**config.mk**
```make
export PLATFORM = sky130hd
export DESIGN_NAME = rms_ctrl
export DESIGN_NICKNAME = d
export VERILOG_FILES = /design/src/hw/rms_pkg.sv /design/src/hw/rms_seq_if.sv /design/src/hw/rms_ctrl.sv /design/src/hw/rms_seq_timer.sv
export SDC_FILE = /design/constraint.sdc
export NUM_CORES = 1
export LEC_CHECK = 0
export BUFFER_PORTS_ARGS = -buffer_cell sky130_fd_sc_hd__buf_2
export CORE_UTILIZATION = 55
export CTS_CLUSTER_DIAMETER = 150
export DETAILED_ROUTE_END_ITERATION = 10
export PLACE_DENSITY_LB_ADDON = 0.1
export SLEW_MARGIN = 20
export SYNTH_ARGS = -nofsm -noshare
export SYNTH_HDL_FRONTEND = slang
export SYNTH_SLANG_ARGS = --single-unit
```
**constraint.sdc**
```tcl
create_clock -name clk -period 6 [get_ports clk]
set_clock_uncertainty 0.1 [all_clocks]
set_input_delay 0.3 -clock clk [delete_from_list [all_inputs] [get_ports clk]]
set_output_delay 0.3 -clock clk [all_outputs]
set_load 0.03 [all_outputs]
```
**src/hw/rms_pkg.sv**
```systemverilog
// Package of constants for the reset, mode and shutdown controller.
// Assumes a single 125 MHz clock and an 8-bit register port.
package rms_pkg;
  // ===========================================================
  // Register offsets
  localparam logic [7:0] OFS_WDT_KEY  = 8'h00;
  localparam logic [7:0] OFS_MOD_EN_A = 8'h01;
  localparam logic [7:0] OFS_MOD_EN_B = 8'h02;
  localparam logic [7:0] OFS_CPU_CLK  = 8'h03;
  localparam logic [7:0] OFS_GPO_CTL  = 8'h04;
  localparam logic [7:0] OFS_STATUS   = 8'h05;

  // ===========================================================
  // Field positions and reset values
  localparam int          BIT_SHUT_REQ   = 7;
  localparam int          BIT_HOLD_EN    = 5;
  localparam int          BIT_SPEEDUP    = 4;
  localparam int          BIT_GPO_SEL    = 6;
  localparam int          BIT_OSC_SEL    = 4;
  localparam int          BIT_GPO_VAL    = 0;
  localparam logic [7:0]  WDT_SOFT_KEY   = 8'h00;
  localparam logic [7:0]  RST_WDT_KEY    = 8'hFF;
  localparam logic [7:0]  RST_MOD_EN     = 8'h00;
  localparam logic [7:0]  RST_CPU_CLK    = 8'h00;
  localparam logic [7:0]  RST_GPO_CTL    = 8'h10;
  localparam logic [2:0]  RATE_MAX       = 3'h0;

  // ===========================================================
  // Timing: master 12.8 MHz tick from 125 MHz (128 / 1250)
  localparam logic [10:0] MTICK_STEP     = 11'h080;
  localparam logic [10:0] MTICK_MOD      = 11'h4E2;
  // Processor base 9.216 MHz from 125 MHz (9216 / 125000)
  localparam logic [16:0] CTICK_STEP     = 17'h02400;
  localparam logic [16:0] CTICK_MOD      = 17'h1E848;
  localparam int          SHUT_MIN_NS    = 3560000;
  localparam int          SHUT_MAX_NS    = 7200000;
  localparam int          WAKE_NS        = 3560000;
  localparam int          MCLK_KHZ       = 12800;
  localparam int          SHUT_MIN_TICKS = (SHUT_MIN_NS / 1000) * MCLK_KHZ / 1000;
  localparam int          SHUT_MAX_TICKS = (SHUT_MAX_NS / 1000) * MCLK_KHZ / 1000;
  localparam int          WAKE_TICKS     = (WAKE_NS / 1000) * MCLK_KHZ / 1000;
  localparam int          TMR_W          = 17;
  localparam logic [4:0]  RST_DRIVE_CYC  = 5'h10;

  // ===========================================================
  // Types
  typedef enum logic [1:0] {
    RMS_MODE_NORMAL   = 2'h0,
    RMS_MODE_EXTERNAL = 2'h1,
    RMS_MODE_EMUL     = 2'h2
  } rms_mode_e;

  typedef enum logic [3:0] {
    RMS_ST_RUN    = 4'h1,
    RMS_ST_SHUTSQ = 4'h2,
    RMS_ST_STATIC = 4'h4,
    RMS_ST_WAKE   = 4'h8
  } rms_state_e;
endpackage : rms_pkg

```
**src/hw/rms_seq_if.sv**
```systemverilog
// Carrier between the controller and its sequence timer.
// Assumes both ends run on the same clock.
`timescale 1ns/1ps
interface rms_seq_if;
  import rms_pkg::*;
  logic             clear;
  logic             tick;
  logic [TMR_W-1:0] count;

  modport ctl (output clear, output tick, input count);
  modport tmr (input clear, input tick, output count);
endinterface : rms_seq_if

```
**src/hw/rms_ctrl.sv**
```systemverilog
// Reset, mode selection and shutdown controller top.
// Assumes pins sampled synchronous to clk and an external pull-up
// on the reset pin and the keyscan column pin.
//
// Local design decisions: strobed register access and the placing of the registers.
`timescale 1ns/1ps
module rms_ctrl
  import rms_pkg::*;
#(
  parameter int SHUT_MIN = SHUT_MIN_TICKS,
  parameter int SHUT_MAX = SHUT_MAX_TICKS,
  parameter int WAKE_LEN = WAKE_TICKS
)(
  // Clock and power-on reset
  input  wire logic       clk,
  input  wire logic       nrst,
  // Register port
  input  wire logic [7:0] reg_addr,
  input  wire logic [7:0] reg_wdata,
  input  wire logic       reg_wr,
  input  wire logic       reg_rd,
  output logic      [7:0] reg_rdata,
  // Open-drain reset pin
  input  wire logic       rst_pin_in,
  output logic            rst_pin_out,
  output logic            rst_pin_oe,
  input  wire logic       wdt_expire,
  // Three-level mode pin comparators
  input  wire logic       tri_is_high,
  input  wire logic       tri_is_low,
  // Mode outputs
  output logic            use_int_cpu,
  output logic            use_int_rom,
  output logic            ext_rom_en,
  // Block enables and power
  output logic      [7:0] blk_en_a,
  output logic      [7:0] blk_en_b,
  output logic            clocks_run,
  output logic            analog_on,
  output logic            pll_run,
  // Interrupt sources
  input  wire logic       irq_enabled,
  input  wire logic       cpu_irq_line_a,
  input  wire logic       cpu_irq_line_b,
  input  wire logic       ext_interrupt_pin_one,
  output logic            ext_int_req,
  // Processor idle and clock
  input  wire logic       cpu_idle,
  output logic            cpu_clk_en,
  output logic      [2:0] cpu_rate,
  // Keyscan column pin
  output logic            osc_enable_out,
  output logic            keyscan_column_gpo_pin_out,
  output logic            keyscan_column_gpo_pin_oe
);
  // ===========================================================
  // Declarations
  rms_seq_if             sq ();
  rms_state_e            state;
  rms_state_e            next_state;
  rms_mode_e             mode;
  logic                  mode_taken;
  logic       [7:0]      watchdog_key_reg;
  logic       [7:0]      module_enable_reg_a;
  logic       [7:0]      module_enable_reg_b;
  logic       [7:0]      cpu_clock_control_reg;
  logic       [7:0]      gp_output_control_reg;
  logic       [4:0]      rst_drive_cnt;
  logic       [10:0]     mtick_acc;
  logic                  mtick;
  logic       [16:0]     ctick_acc;
  logic                  ctick;
  logic       [6:0]      cdiv_cnt;
  logic                  gsrst;
  logic                  hold_active;
  logic                  wake_src;
  logic                  speedup;
  logic                  ext_pin_q;
  logic                  seq_abort;
  logic                  wake_done;

  // ===========================================================
  // Functions
  // Decode three-level pin into operating mode
  function automatic rms_mode_e decode_mode(input logic hi, input logic lo);
    if (hi)      decode_mode = RMS_MODE_NORMAL;
    else if (lo) decode_mode = RMS_MODE_EMUL;
    else         decode_mode = RMS_MODE_EXTERNAL;
  endfunction : decode_mode

  // Mask of low bits for a clock-rate divide by two to the rate
  function automatic logic [6:0] rate_mask(input logic [2:0] r);
    rate_mask = 7'((8'h01 << r) - 8'h01);
  endfunction : rate_mask

  // Register select helper
  function automatic logic hit(input logic [7:0] a, input logic [7:0] o);
    hit = (a == o);
  endfunction : hit

  // ===========================================================
  // Global reset from the sampled pin level
  assign gsrst = ~rst_pin_in;

  // ===========================================================
  // Reset pin driver; survives the pin reset so the pulse completes
  always_ff @(posedge clk or negedge nrst) begin
    if (!nrst) begin
      rst_drive_cnt <= '0;
    end else if (mode == RMS_MODE_EMUL) begin
      rst_drive_cnt <= '0;
    end else if (wdt_expire ||
                 (reg_wr && hit(reg_addr, OFS_WDT_KEY) && reg_wdata == WDT_SOFT_KEY)) begin
      rst_drive_cnt <= RST_DRIVE_CYC;
    end else if (rst_drive_cnt != '0) begin
      rst_drive_cnt <= rst_drive_cnt - 1'b1;
    end
  end

  assign rst_pin_out = 1'b0;
  assign rst_pin_oe  = (rst_drive_cnt != '0);

  // ===========================================================
  // Mode capture; tracks the pin while in reset, freezes at release
  always_ff @(posedge clk or negedge nrst) begin
    if (!nrst) begin
      mode_taken <= 1'b0;
      mode       <= RMS_MODE_NORMAL;
    end else if (gsrst) begin
      mode_taken <= 1'b0;
      mode       <= decode_mode(tri_is_high, tri_is_low);
    end else if (!mode_taken) begin
      mode_taken <= 1'b1;
      mode       <= decode_mode(tri_is_high, tri_is_low);
    end
  end

  // Processor and ROM routing per mode
  always_comb begin
    use_int_cpu = (mode != RMS_MODE_EMUL);
    use_int_rom = (mode == RMS_MODE_NORMAL);
    ext_rom_en  = 1'b1;                      // Expansion ROM optional in normal mode
  end

  // ===========================================================
  // Master 12.8 MHz tick by fractional accumulation
  always_ff @(posedge clk or negedge nrst) begin
    if (!nrst) begin
      mtick_acc <= '0;
      mtick     <= 1'b0;
    end else if (mtick_acc + MTICK_STEP >= MTICK_MOD) begin
      mtick_acc <= 11'(mtick_acc + MTICK_STEP - MTICK_MOD);
      mtick     <= 1'b1;
    end else begin
      mtick_acc <= 11'(mtick_acc + MTICK_STEP);
      mtick     <= 1'b0;
    end
  end

  // ===========================================================
  // Control registers; a software write beats a hardware clear
  always_ff @(posedge clk or negedge nrst) begin
    if (!nrst) begin
      watchdog_key_reg      <= RST_WDT_KEY;
      module_enable_reg_a   <= RST_MOD_EN;
      module_enable_reg_b   <= RST_MOD_EN;
      cpu_clock_control_reg <= RST_CPU_CLK;
      gp_output_control_reg <= RST_GPO_CTL;
    end else if (gsrst) begin
      watchdog_key_reg      <= RST_WDT_KEY;
      module_enable_reg_a   <= RST_MOD_EN;
      module_enable_reg_b   <= RST_MOD_EN;
      cpu_clock_control_reg <= RST_CPU_CLK;
      gp_output_control_reg <= RST_GPO_CTL;
    end else begin
      if (seq_abort || wake_done) begin
        cpu_clock_control_reg[BIT_SHUT_REQ] <= 1'b0;
      end
      if (speedup) begin
        cpu_clock_control_reg[2:0] <= RATE_MAX;
      end
      if (reg_wr) begin
        case (reg_addr)
          OFS_WDT_KEY:  watchdog_key_reg      <= reg_wdata;
          OFS_MOD_EN_A: module_enable_reg_a   <= reg_wdata;
          OFS_MOD_EN_B: module_enable_reg_b   <= reg_wdata;
          OFS_CPU_CLK:  cpu_clock_control_reg <= reg_wdata;
          OFS_GPO_CTL:  gp_output_control_reg <= reg_wdata;
          default:      ;
        endcase
      end
    end
  end

  // ===========================================================
  // Register read, data valid the cycle after the strobe
  always_ff @(posedge clk or negedge nrst) begin
    if (!nrst) begin
      reg_rdata <= '0;
    end else if (reg_rd) begin
      case (reg_addr)
        OFS_WDT_KEY:  reg_rdata <= watchdog_key_reg;
        OFS_MOD_EN_A: reg_rdata <= module_enable_reg_a;
        OFS_MOD_EN_B: reg_rdata <= module_enable_reg_b;
        OFS_CPU_CLK:  reg_rdata <= cpu_clock_control_reg;
        OFS_GPO_CTL:  reg_rdata <= gp_output_control_reg;
        OFS_STATUS:   reg_rdata <= {state, mode, hold_active, ext_pin_q};
        default:      reg_rdata <= '0;
      endcase
    end else begin
      reg_rdata <= '0;
    end
  end

  // ===========================================================
  // Hold and wake qualification
  assign hold_active = cpu_clock_control_reg[BIT_HOLD_EN] & ~ext_interrupt_pin_one;
  assign wake_src    = irq_enabled & ~hold_active;

  // External interrupt one: level change in hold mode, inverted pin level otherwise
  always_ff @(posedge clk or negedge nrst) begin
    if (!nrst) begin
      ext_pin_q   <= 1'b1;
      ext_int_req <= 1'b0;
    end else begin
      ext_pin_q <= ext_interrupt_pin_one;
      if (cpu_clock_control_reg[BIT_HOLD_EN]) begin
        ext_int_req <= (ext_pin_q != ext_interrupt_pin_one);
      end else begin
        ext_int_req <= ~ext_interrupt_pin_one;
      end
    end
  end

  // ===========================================================
  // Shutdown sequencer
  assign sq.tick  = mtick;
  assign sq.clear = (state != next_state) || gsrst;

  rms_seq_timer u_timer (
    .clk  (clk),
    .nrst (nrst),
    .sq   (sq)
  );

  // Abort and completion events
  assign seq_abort = (state == RMS_ST_SHUTSQ) && wake_src;
  assign wake_done = (state == RMS_ST_WAKE) && (int'(sq.count) >= WAKE_LEN);

  // Next state; idle processor ends the sequence early after the minimum
  always_comb begin
    next_state = state;
    case (state)
      RMS_ST_RUN: begin
        if (cpu_clock_control_reg[BIT_SHUT_REQ]) begin
          next_state = RMS_ST_SHUTSQ;
        end
      end
      RMS_ST_SHUTSQ: begin
        if (wake_src) begin
          next_state = RMS_ST_RUN;
        end else if ((int'(sq.count) >= SHUT_MIN && cpu_idle) ||
                     int'(sq.count) >= SHUT_MAX) begin
          next_state = RMS_ST_STATIC;
        end
      end
      RMS_ST_STATIC: begin
        if (wake_src) begin
          next_state = RMS_ST_WAKE;
        end
      end
      RMS_ST_WAKE: begin
        if (wake_done) begin
          next_state = RMS_ST_RUN;
        end
      end
      default: next_state = RMS_ST_RUN;
    endcase
  end

  always_ff @(posedge clk or negedge nrst) begin
    if (!nrst) begin
      state <= RMS_ST_RUN;
    end else if (gsrst) begin
      state <= RMS_ST_RUN;
    end else begin
      state <= next_state;
    end
  end

  // ===========================================================
  // Power outputs; registers keep contents so wake restores state
  always_comb begin
    clocks_run     = (state == RMS_ST_RUN) || (state == RMS_ST_SHUTSQ); // Held off until wake ends
    osc_enable_out = (state != RMS_ST_STATIC);
    pll_run        = osc_enable_out;
    analog_on      = (state == RMS_ST_RUN) || (state == RMS_ST_SHUTSQ);
    blk_en_a       = clocks_run ? module_enable_reg_a : '0;
    blk_en_b       = clocks_run ? module_enable_reg_b : '0;
  end

  // Keyscan column pin: oscillator enable, output seven or column input
  always_comb begin
    if (gp_output_control_reg[BIT_OSC_SEL]) begin
      keyscan_column_gpo_pin_out = osc_enable_out;
      keyscan_column_gpo_pin_oe  = 1'b1;
    end else if (gp_output_control_reg[BIT_GPO_SEL]) begin
      keyscan_column_gpo_pin_out = gp_output_control_reg[BIT_GPO_VAL];
      keyscan_column_gpo_pin_oe  = 1'b1;
    end else begin
      keyscan_column_gpo_pin_out = 1'b0;
      keyscan_column_gpo_pin_oe  = 1'b0; // Pull-up holds it high
    end
  end

  // ===========================================================
  // Processor clock: 9.216 MHz base divided by two to the rate
  assign speedup  = cpu_clock_control_reg[BIT_SPEEDUP] & (cpu_irq_line_a | cpu_irq_line_b);
  assign cpu_rate = speedup ? RATE_MAX : cpu_clock_control_reg[2:0];

  always_ff @(posedge clk or negedge nrst) begin
    if (!nrst) begin
      ctick_acc <= '0;
      ctick     <= 1'b0;
    end else if (ctick_acc >= CTICK_MOD - CTICK_STEP) begin // Sum would overflow 17 bits
      ctick_acc <= 17'(ctick_acc + CTICK_STEP - CTICK_MOD);
      ctick     <= 1'b1;
    end else begin
      ctick_acc <= 17'(ctick_acc + CTICK_STEP);
      ctick     <= 1'b0;
    end
  end

  // Rate divider; clock stops entirely while static or waking
  always_ff @(posedge clk or negedge nrst) begin
    if (!nrst) begin
      cdiv_cnt   <= '0;
      cpu_clk_en <= 1'b0;
    end else if (!clocks_run) begin
      cdiv_cnt   <= '0;
      cpu_clk_en <= 1'b0;
    end else if (ctick) begin
      cdiv_cnt   <= 7'(cdiv_cnt + 1'b1);
      cpu_clk_en <= ((cdiv_cnt & rate_mask(cpu_rate)) == '0);
    end else begin
      cpu_clk_en <= 1'b0;
    end
  end
endmodule : rms_ctrl

```
**src/hw/rms_seq_timer.sv**
```systemverilog
// Sequence timer counting master-clock ticks.
// Assumes tick is a one-cycle enable at the master rate.
`timescale 1ns/1ps
module rms_seq_timer
  import rms_pkg::*;
(
  // Clock and reset
  input wire logic clk,
  input wire logic nrst,
  // Timer link
  rms_seq_if.tmr   sq
);
  // ===========================================================
  // Tick counter, saturating so it never wraps in a long stay
  always_ff @(posedge clk or negedge nrst) begin
    if (!nrst) begin
      sq.count <= '0;
    end else if (sq.clear) begin
      sq.count <= '0;
    end else if (sq.tick && (sq.count != {TMR_W{1'b1}})) begin
      sq.count <= sq.count + 1'b1;
    end
  end
endmodule : rms_seq_timer

```
=== After elaboration in Yosys (flattened, before gate mapping) ===
Cells that the tools add are included.
W data, S select, Z words.

* Flip-flop bits (word level): 117
* Output and inout bits: 40
* Logic and storage cells: 138

* $add $sub $neg: 8
* Bitwise operators: 8
* Mux-type cells: 51
* Reduce and logical (&&, ||, !) cells: 23
* Eq/ne operators: 23
* $lt $le $gt $ge: 4
* Shifts and indexed selects: 1

{| class="wikitable"
|+ Operators with widths
! cell !! count
|-
| $mux W8 || 18
|-
| $mux W17 || 3
|-
| $pmux W8 S6 || 1
|-
| $ge A17 B17 Y1 const B || 2
|-
| $mux W4 || 6
|-
| $add A17 B1 Y17 const B || 1
|-
| $add A17 B14 Y17 const B || 1
|-
| $ge A17 B16 Y1 const B || 1
|-
| $ne A17 B17 Y1 const B || 1
|-
| $sub A17 B17 Y17 const B || 1
|-
| $eq A8 B2 Y1 const B || 2
|-
| $eq A8 B3 Y1 const B || 2
|-
| $logic_not A8 Y1 || 2
|-
| $pmux W4 S4 || 1
|-
| $mux W5 || 3
|-
| $mux W7 || 2
|-
| $ne A2 B1 Y1 const B || 6
|-
| $add A11 B8 Y11 const B || 1
|-
| $ge A11 B11 Y1 const B || 1
|-
| $mux W1 || 11
|-
| $mux W11 || 1
|-
| $sub A11 B11 Y11 const B || 1
|-
| $reduce_and A2 Y1 || 5
|-
| $eq A8 B1 Y1 const B || 1
|-
| other kinds (26) || 44
|}

=== Logic depth before layout (Yosys ltp) ===
Gate-level depths: netlist of the first run.

* Depth in word-level cells: 10
* Mapped depth: 12
* Gate-level depth less buffers: 9

=== Hierarchy ===
Synthesis of the first run repeated with hierarchy kept, for this count alone.

* Cell total of the unflattened synthesis: 632
* Area, all modules: 6133.4 µm²

{| class="wikitable"
|+ Modules (own cells, without submodules)
! module !! seq. area each (µm²) !! times used !! area each (µm²) !! cells each
|-
| rms_ctrl || 2416.1 || 1 || 5261.3 || 541
|-
| rms_seq_timer || 425.4 || 1 || 872.1 || 91
|}

=== Worst setup path after synthesis of the first run ===
Ideal clock, no wire load.

* Path kind: flip-flop to flip-flop
* From: register u_timer.sq.count[0]
* To: register u_timer.sq.count[7]
* Arrival time: 2130 ps
* Stages on the path, launching flop included: 12
* Slack: 3650 ps
* Required time: 5780 ps
* Buffers on the path: 2
* Cell sequence: dfrtp_1 > ha_1 > and3_1 > and3_1 > ha_1 > nor2b_1 > buf_2 > and4_1 > clkbuf_1 > and3_1 > xnor2_1 > nor3_2

* Longest elaborated chain between the ends: 9
* Elaborated cells on any way between the ends: 17
* Those cells by class: 1 x add/sub; 2 x order compare; 2 x eq/ne; 6 x mux; 6 x reduce/logical

{| class="wikitable"
|+ Ends and longest elaborated chain
! element !! RTL line !! source
|-
| from (decl) || rms_seq_if.sv:11 || <nowiki>modport tmr (input clear, input tick, output count);</nowiki>
|-
| from (signal assigned) || rms_seq_timer.sv:21 || <nowiki>sq.count <= sq.count + 1'b1;</nowiki>
|-
| $ge A17 B16 Y1 || rms_ctrl.sv:248, rms_ctrl.sv:262 ||
|-
| $logic_and A1 B1 Y1 || rms_ctrl.sv:262 || <nowiki>end else if ((int'(sq.count) >= SHUT_MIN && cpu_idle) ||</nowiki>
|-
| $logic_or A1 B1 Y1 || rms_ctrl.sv:262 ||
|-
| $mux W4 || rms_ctrl.sv:262 ||
|-
| $mux W4 || rms_ctrl.sv:260 || <nowiki>if (wake_src) begin</nowiki>
|-
| $pmux W4 S4 || rms_ctrl.sv:253 || <nowiki>case (state)</nowiki>
|-
| $ne A4 B4 Y1 || rms_ctrl.sv:238 || <nowiki>assign sq.clear = (state != next_state) || gsrst;</nowiki>
|-
| $logic_or A1 B1 Y1 || rms_ctrl.sv:238 ||
|-
| $mux W17 / $reduce_bool A2 Y1 (equally long branches) || n/a ||
|}

Several ways; a longest one is shown, not always the timed one. The select of a mux whose other input is x is not followed.
A chain may end at the register's enable or synchronous reset.

=== Final worst setup path of the first run ===
* From: register u_timer.sq.count[0]
* To: register u_timer.sq.count[11]

The elaborated chain is that of the path after synthesis.

==> results.sh, run 1 <==
export IMPL_worst_pin_slew_ps=1030
export IMPL_tns_ps=0
export IMPL_reg_top3="u_timer.sq.count x17, ctick_acc x14, mtick_acc x10"
export IMPL_antenna_found_initial=0
export IMPL_antennaDiodeCount=0
export IMPL_hold_path_class="in -> reg"
export IMPL_r2r_start="u_timer.sq.count[0]"
export IMPL_num_rows=38
export IMPL_hold_start="tri_is_low"
export IMPL_cpPeakStageDelay_ps=470
export IMPL_finalSetupViolCount=0
export IMPL_ys_async_sr_fraction_pct=100
export IMPL_ys_seq_area_share_pct=45.4
export IMPL_cts_tree="done"
export IMPL_clk_latency_ps=420
export IMPL_critPathMaxFanout=9
export IMPL_fmax_mhz=367
export IMPL_p_leak_uw=0.00326
export IMPL_die_height_um=109
export IMPL_overflow=0
export IMPL_largest_reg_flops=17
export IMPL_rsz0062_at_grt="no"
export IMPL_cp_slowest_cell="nor2b_1"
export IMPL_post_route_util_pct=65.9
export IMPL_firstDrtPassIters=4
export IMPL_synth_nets=665
export IMPL_h_tree_depth=4
export IMPL_syn_avg_cell_area_sq_um=10.1
export IMPL_yosys_warnings=0
export IMPL_synth_area_sq_mm=0.00625
export IMPL_maxCapViolCount=0
export IMPL_end_kind="flip-flop"
export IMPL_regMostFlops="u_timer.sq.count"
export IMPL_dieArea_sq_mm=0.0118
export IMPL_clock_sinks=113
export IMPL_cts_buffers=17
export IMPL_fin_crit_sh_pct=45.4
export IMPL_fp_dieW_um=109
export IMPL_grt_use_total_pct=25.4
export IMPL_dp_cells=794
export IMPL_clk_pin_slew_ps=50
export IMPL_grt_pass1_vias=4583
export IMPL_areaGrowthSynthToFinish_pct=15.2
export IMPL_synth_ff_type="dfrtp_1"
export IMPL_drt_iter0_markers=301
export IMPL_drc=0
export IMPL_initial_core_util_pct=57.2
export IMPL_slew_headroom_pct=31.1
export IMPL_hpwl_um=9150
export IMPL_synthCells=621
export IMPL_timing_final_crit_period_ps=2730
export IMPL_grt_first_pass_wirelength_um=22700
export IMPL_cp_required_ps=6150
export IMPL_cts_buffer_depth=2
export IMPL_drive_gt1_share_pct=21.8
export IMPL_wl_per_cell_um=16.6
export IMPL_final_antenna_net_count=0
export IMPL_via_per_inst=5.76
export IMPL_final_hold_violation_count=0
export IMPL_max_vdd_ir_drop_uv=226
export IMPL_post_cts_buffers=0
export IMPL_wl_um=13700
export IMPL_coreArea_sq_mm=0.0109
export IMPL_instances_no_fill=828
export IMPL_worst_setup_path_start_kind="flip-flop"
export IMPL_port_buffers=66
export IMPL_maxSlewViolCount=0
export IMPL_routed_via_count=4766
export IMPL_gp_congestion=0.811
export IMPL_io_pins=69
export IMPL_critical_path_class="reg -> reg"
export IMPL_synth_edf_count=0
export IMPL_synth_cell_type_count=69
export IMPL_p_per_area_mw_per_mm2=271
export IMPL_fin_nets=719
export IMPL_cp_startpoint="u_timer.sq.count[0]"
export IMPL_fill_cells=887
export IMPL_grt_max_degree=62
export IMPL_ys_ff_latch=113
export IMPL_crit_path_cell_trace="ha_1 -> and3_1 -> and3_1 -> ha_1 -> nor2b_1 -> and4_1 -> nand4_1 -> xor2_1 -> nor3_2"
export IMPL_status="complete, no violations"
export IMPL_arrival_ps=2880
export IMPL_root_buffer="clkbuf_16"
worst paths after layout:
kind / endpoint / slack [ps] / cells past startpoint
min in group asynchronous: rst_drive_cnt[4] / 360 / 2
max in group asynchronous: ctick_acc[6] / 4190 / 3
worst min register to register: mtick_acc[4] / 400 / 1
worst max register to register: u_timer.sq.count[11] / 3270 / 9
worst min-delay path: mode[1] / 20 / 3
worst max-delay path: u_timer.sq.count[11] / 3270 / 9
per-stage QoR:
step	hold WS [ps]	setup slack (ps)	total power, uW	area (sq um)
final	24.3	3270	1950	7200
after global routing	58.3	3070	2020	7200
after CTS	21.1	3260	1960	7200
after detailed placement	284	3130	971	6590
after global placement	283	3270	968	6590
after floorplan	-95.6	3650	915	6250
report_power, final:
group | internal (uW) | switching (uW)
registers | 783 | 14.6
logic | 61.3 | 99.8
clock network | 648 | 343
cells by family after synthesis:
| group | after synthesis | synth area share [%] |
|---|---|---|
| adder cells (fa/ha/maj) | 15 | 3.00 |
| buffers and inverters | 53 | 4.32 |
| AND/OR/NAND/NOR | 258 | 22.5 |
| other | 2 | 0.120 |
| AO/OA/AOI/OAI | 103 | 11.7 |
| flip-flops | 113 | 45.4 |
| XOR/XNOR | 49 | 6.86 |
| multiplexers | 28 | 6.08 |
Yosys cell counts, types with 7 or more instances:
master	count	area (sq um)
dfstp_2	11	289
a21boi_1	32	240
nand3_1	20	100
dfrtp_1	102	2550
xor2_1	24	210
xnor2_1	25	219
buf_4	9	67.6
nand4_1	9	56.3
mux2i_1	20	200
o21ai_0	11	55.1
buf_2	11	55.1
and3_1	25	156
nor2b_1	12	75.1
clkbuf_1	13	48.8
ha_1	15	188
nor4_1	7	43.8
nand2_1	94	353
mux4_2	8	180
nor2_1	24	90.1
a21oi_1	16	80.1
nor3_2	12	120
a22oi_1	8	60.1
inv_1	15	56.3
nor3_1	16	80.1
routing by layer:
layer,wire [um],vias up,GRT usage (%)
met4,157,0,9.46
li1,-,2289,-
met1,6400,2357,34.1
met2,6500,103,39.7
met5,0,-,0
met3,679,17,6.58
layout make-up:
cell class / count / area [sq um] / area share [%]
inverter: 16 / 60.1 / 0.834
clock inverter: 11 / 110 / 1.53
sequential: 113 / 2840 / 39.4
clock buffer: 21 / 480 / 6.67
tap: 140 / 175 / 2.43
timing repair buffer: 72 / 383 / 5.31
multi-input combinational: 455 / 3150 / 43.8
worst max-delay path, delay by kind of cell, from the launching register on:
kind                       cells  cell delay [ps]
DFF                            1              420
and+or+nand+nor                6             1430
xor gates and xnor gates       1              180
adders and majority gates      2              430
cells in the final DEF, fill, tap and decap left out, types with 17 or more instances in the layout:
cell type / netlist / layout
buf_2: 11 / 65
clkbuf_16: 0 / 17
a21boi_1: 32 / 32
nand2_1: 94 / 94
nand3_1: 20 / 20
and3_1: 25 / 25
dfrtp_1: 102 / 102
mux2i_1: 20 / 20
xnor2_1: 25 / 25
xor2_1: 24 / 24
nor2_1: 24 / 24
what timing repair did:
action	in CTS	in global routing
hold buffers	2	0
endpoints found under the hold margin	51	0
resized for setup	0	0
Power figures use the tool's default switching activity.
==> run 2, diff against run 1 <==
==> constraint.sdc (replaced) <==
create_clock -name clk -period 2.55 [get_ports clk]
set_clock_uncertainty 0.1 [all_clocks]
set_input_delay 0.1275 -clock clk [delete_from_list [all_inputs] [get_ports clk]]
set_output_delay 0.1275 -clock clk [all_outputs]
set_load 0.03 [all_outputs]
==> results.sh, run 2 (synthesis gave the netlist of run 1 again) <==
export IMPL_status="complete, no violations"
export IMPL_final_antenna_net_count=0
export IMPL_post_cts_buffers=0
export IMPL_end_kind="flip-flop"
export IMPL_dieArea_sq_mm=0.0118
export IMPL_p_leak_uw=0.00342
export IMPL_final_hold_violation_count=0
export IMPL_layout_common_cells="dfrtp_1 (102), nand2_1 (94), buf_2 (65)"
export IMPL_grt_first_pass_wirelength_um=23700
export IMPL_root_buffer="clkbuf_16"
export IMPL_critPathMaxFanout=6
export IMPL_wl_per_cell_um=16.6
export IMPL_h_tree_depth=4
export IMPL_pwr_share_clk_pct=54.9
export IMPL_drive_gt1_share_pct=22.9
export IMPL_slew_headroom_pct=59.5
export IMPL_rsz0062_at_grt="no"
export IMPL_fmax_mhz=422
export IMPL_via_per_inst=5.73
export IMPL_critical_path_class="reg -> reg"
export IMPL_tns_ps=0
export IMPL_die_height_um=109
export IMPL_fill_cells=824
export IMPL_clk_pin_slew_ps=50
export IMPL_routed_via_count=4909
export IMPL_max_vdd_ir_drop_uv=613
export IMPL_cpPeakStageDelay_ps=420
export IMPL_drc=0
export IMPL_final_common_cell="dfrtp_1"
export IMPL_p_int_uw=3960
export IMPL_cp_common_cell="and3_1"
export IMPL_gp_congestion=0.853
export IMPL_timing_hold_ws_ps=97.7
export IMPL_grt_pass1_vias=4746
export IMPL_grt_use_total_pct=27.0
export IMPL_largest_reg_flops=17
export IMPL_initial_core_util_pct=57.2
export IMPL_port_buffers=66
export IMPL_switching_share_pct=22.1
export IMPL_arrival_ps=2550
export IMPL_fin_crit_sh_pct=92.9
export IMPL_fin_nets=747
export IMPL_firstDrtPassIters=5
export IMPL_wl_um=14200
export IMPL_hpwl_um=9530
export IMPL_areaGrowthSynthToFinish_pct=21.3
export IMPL_p_switching_uw=1120
export IMPL_io_pins=69
export IMPL_p_seq_share_pct=36.9
export IMPL_reg_top3="u_timer.sq.count x17, ctick_acc x14, mtick_acc x10"
export IMPL_power_frac_comb_pct=8.1
export IMPL_clock_sinks=113
export IMPL_coreArea_sq_mm=0.0109
export IMPL_grt_max_degree=48
export IMPL_maxSlewViolCount=0
export IMPL_maxCapViolCount=0
export IMPL_finalSetupViolCount=0
export IMPL_clk_latency_ps=420
export IMPL_overflow=0
export IMPL_cts_buffers=17
export IMPL_worst_setup_path_start_kind="flip-flop"
export IMPL_fp_dieW_um=109
export IMPL_p_per_area_mw_per_mm2=669
export IMPL_regMostFlops="u_timer.sq.count"
export IMPL_post_route_util_pct=69.4
export IMPL_cts_buffer_depth=2
export IMPL_cp_required_ps=2730
export IMPL_cts_tree="done"
export IMPL_drt_iter0_markers=329
export IMPL_antennaDiodeCount=0
export IMPL_timing_final_crit_period_ps=2370
export IMPL_num_rows=38
export IMPL_antenna_found_initial=0
export IMPL_worst_pin_slew_ps=607
export IMPL_crit_path_cell_trace="ha_1 -> and3_1 -> and3_1 -> ha_1 -> nor2b_2 -> and4_2 -> and3_1 -> xnor2_1 -> nor3_2"
export IMPL_cp_slowest_cell="dfrtp_1"
export IMPL_hold_path_class="in -> reg"
-- run 2: worst max-delay path, delay by kind of cell (launching register included) --
family        cells  cell delay [ps]
simple gates      6             1120
xor+xnor          1              130
fa+ha+maj         2              450
flops             1              420
-- run 2: through the flow --
step           power, uW  worst slack (ps)  std cells  instance area (sq um)
2_1_floorplan       2150               200        621                   6250
3_3_place_gp        2280               178        806                   6690
3_5_place_dp        2300              75.8        806                   6690
4_1_cts             5130              53.5        856                   7570
5_1_grt             5250              37.2        856                   7590
6_report            5080               180        856                   7590
-- run 2: power groups by stage --
stage	sequential [uW]	combinational, uW	clock [uW]
floorplan	1900	252	0
global placement	1910	377	0
detailed placement	1910	392	0
CTS	1880	417	2830
global route	1880	459	2910
finish	1880	413	2790
-- run 2: final cells by class --
class	instances	area, sq um	share of cell area, %
Clock inverter	14	260	3.43
Sequential cell	113	2840	37.4
Multi-Input combinational cell	455	3170	41.7
Clock buffer	18	439	5.79
Timing Repair Buffer	100	646	8.51
Tap cell	140	175	2.31
Inverter	16	60.1	0.791
-- run 2: what timing repair did --
action | CTS | global route
hold endpoints to repair | 101 | 0
resized for setup | 0 | 4
hold buffers | 18 | 0
endpoints found under the setup margin | 0 | 26
-- run 2: worst paths after layout --
check	start	to	slack [ps]	depth (start not counted)
worst max-delay path	u_timer.sq.count[0]	u_timer.sq.count[7]	180	9
worst min-delay path	rst_pin_in	mode_taken	100	2
worst max register to register	u_timer.sq.count[0]	u_timer.sq.count[7]	180	9
worst min register to register	mtick_acc[6]	mtick_acc[6]	400	1
max in group asynchronous	nrst	watchdog_key_reg[2]	1490	3
min in group asynchronous	nrst	rst_drive_cnt[0]	130	2
-- run 2: per-layer routing --
| layer | wire length (um) | vias up | track usage, % | part of all wire (%) |
|---|---|---|---|---|
| met5 | 0 | - | 0 | 0 |
| met4 | 133 | 0 | 9.56 | 0.94 |
| met3 | 752 | 13 | 6.93 | 5.3 |
| met2 | 6960 | 131 | 41.9 | 49 |
| met1 | 6380 | 2414 | 36.7 | 45 |
| li1 | - | 2351 | - | - |
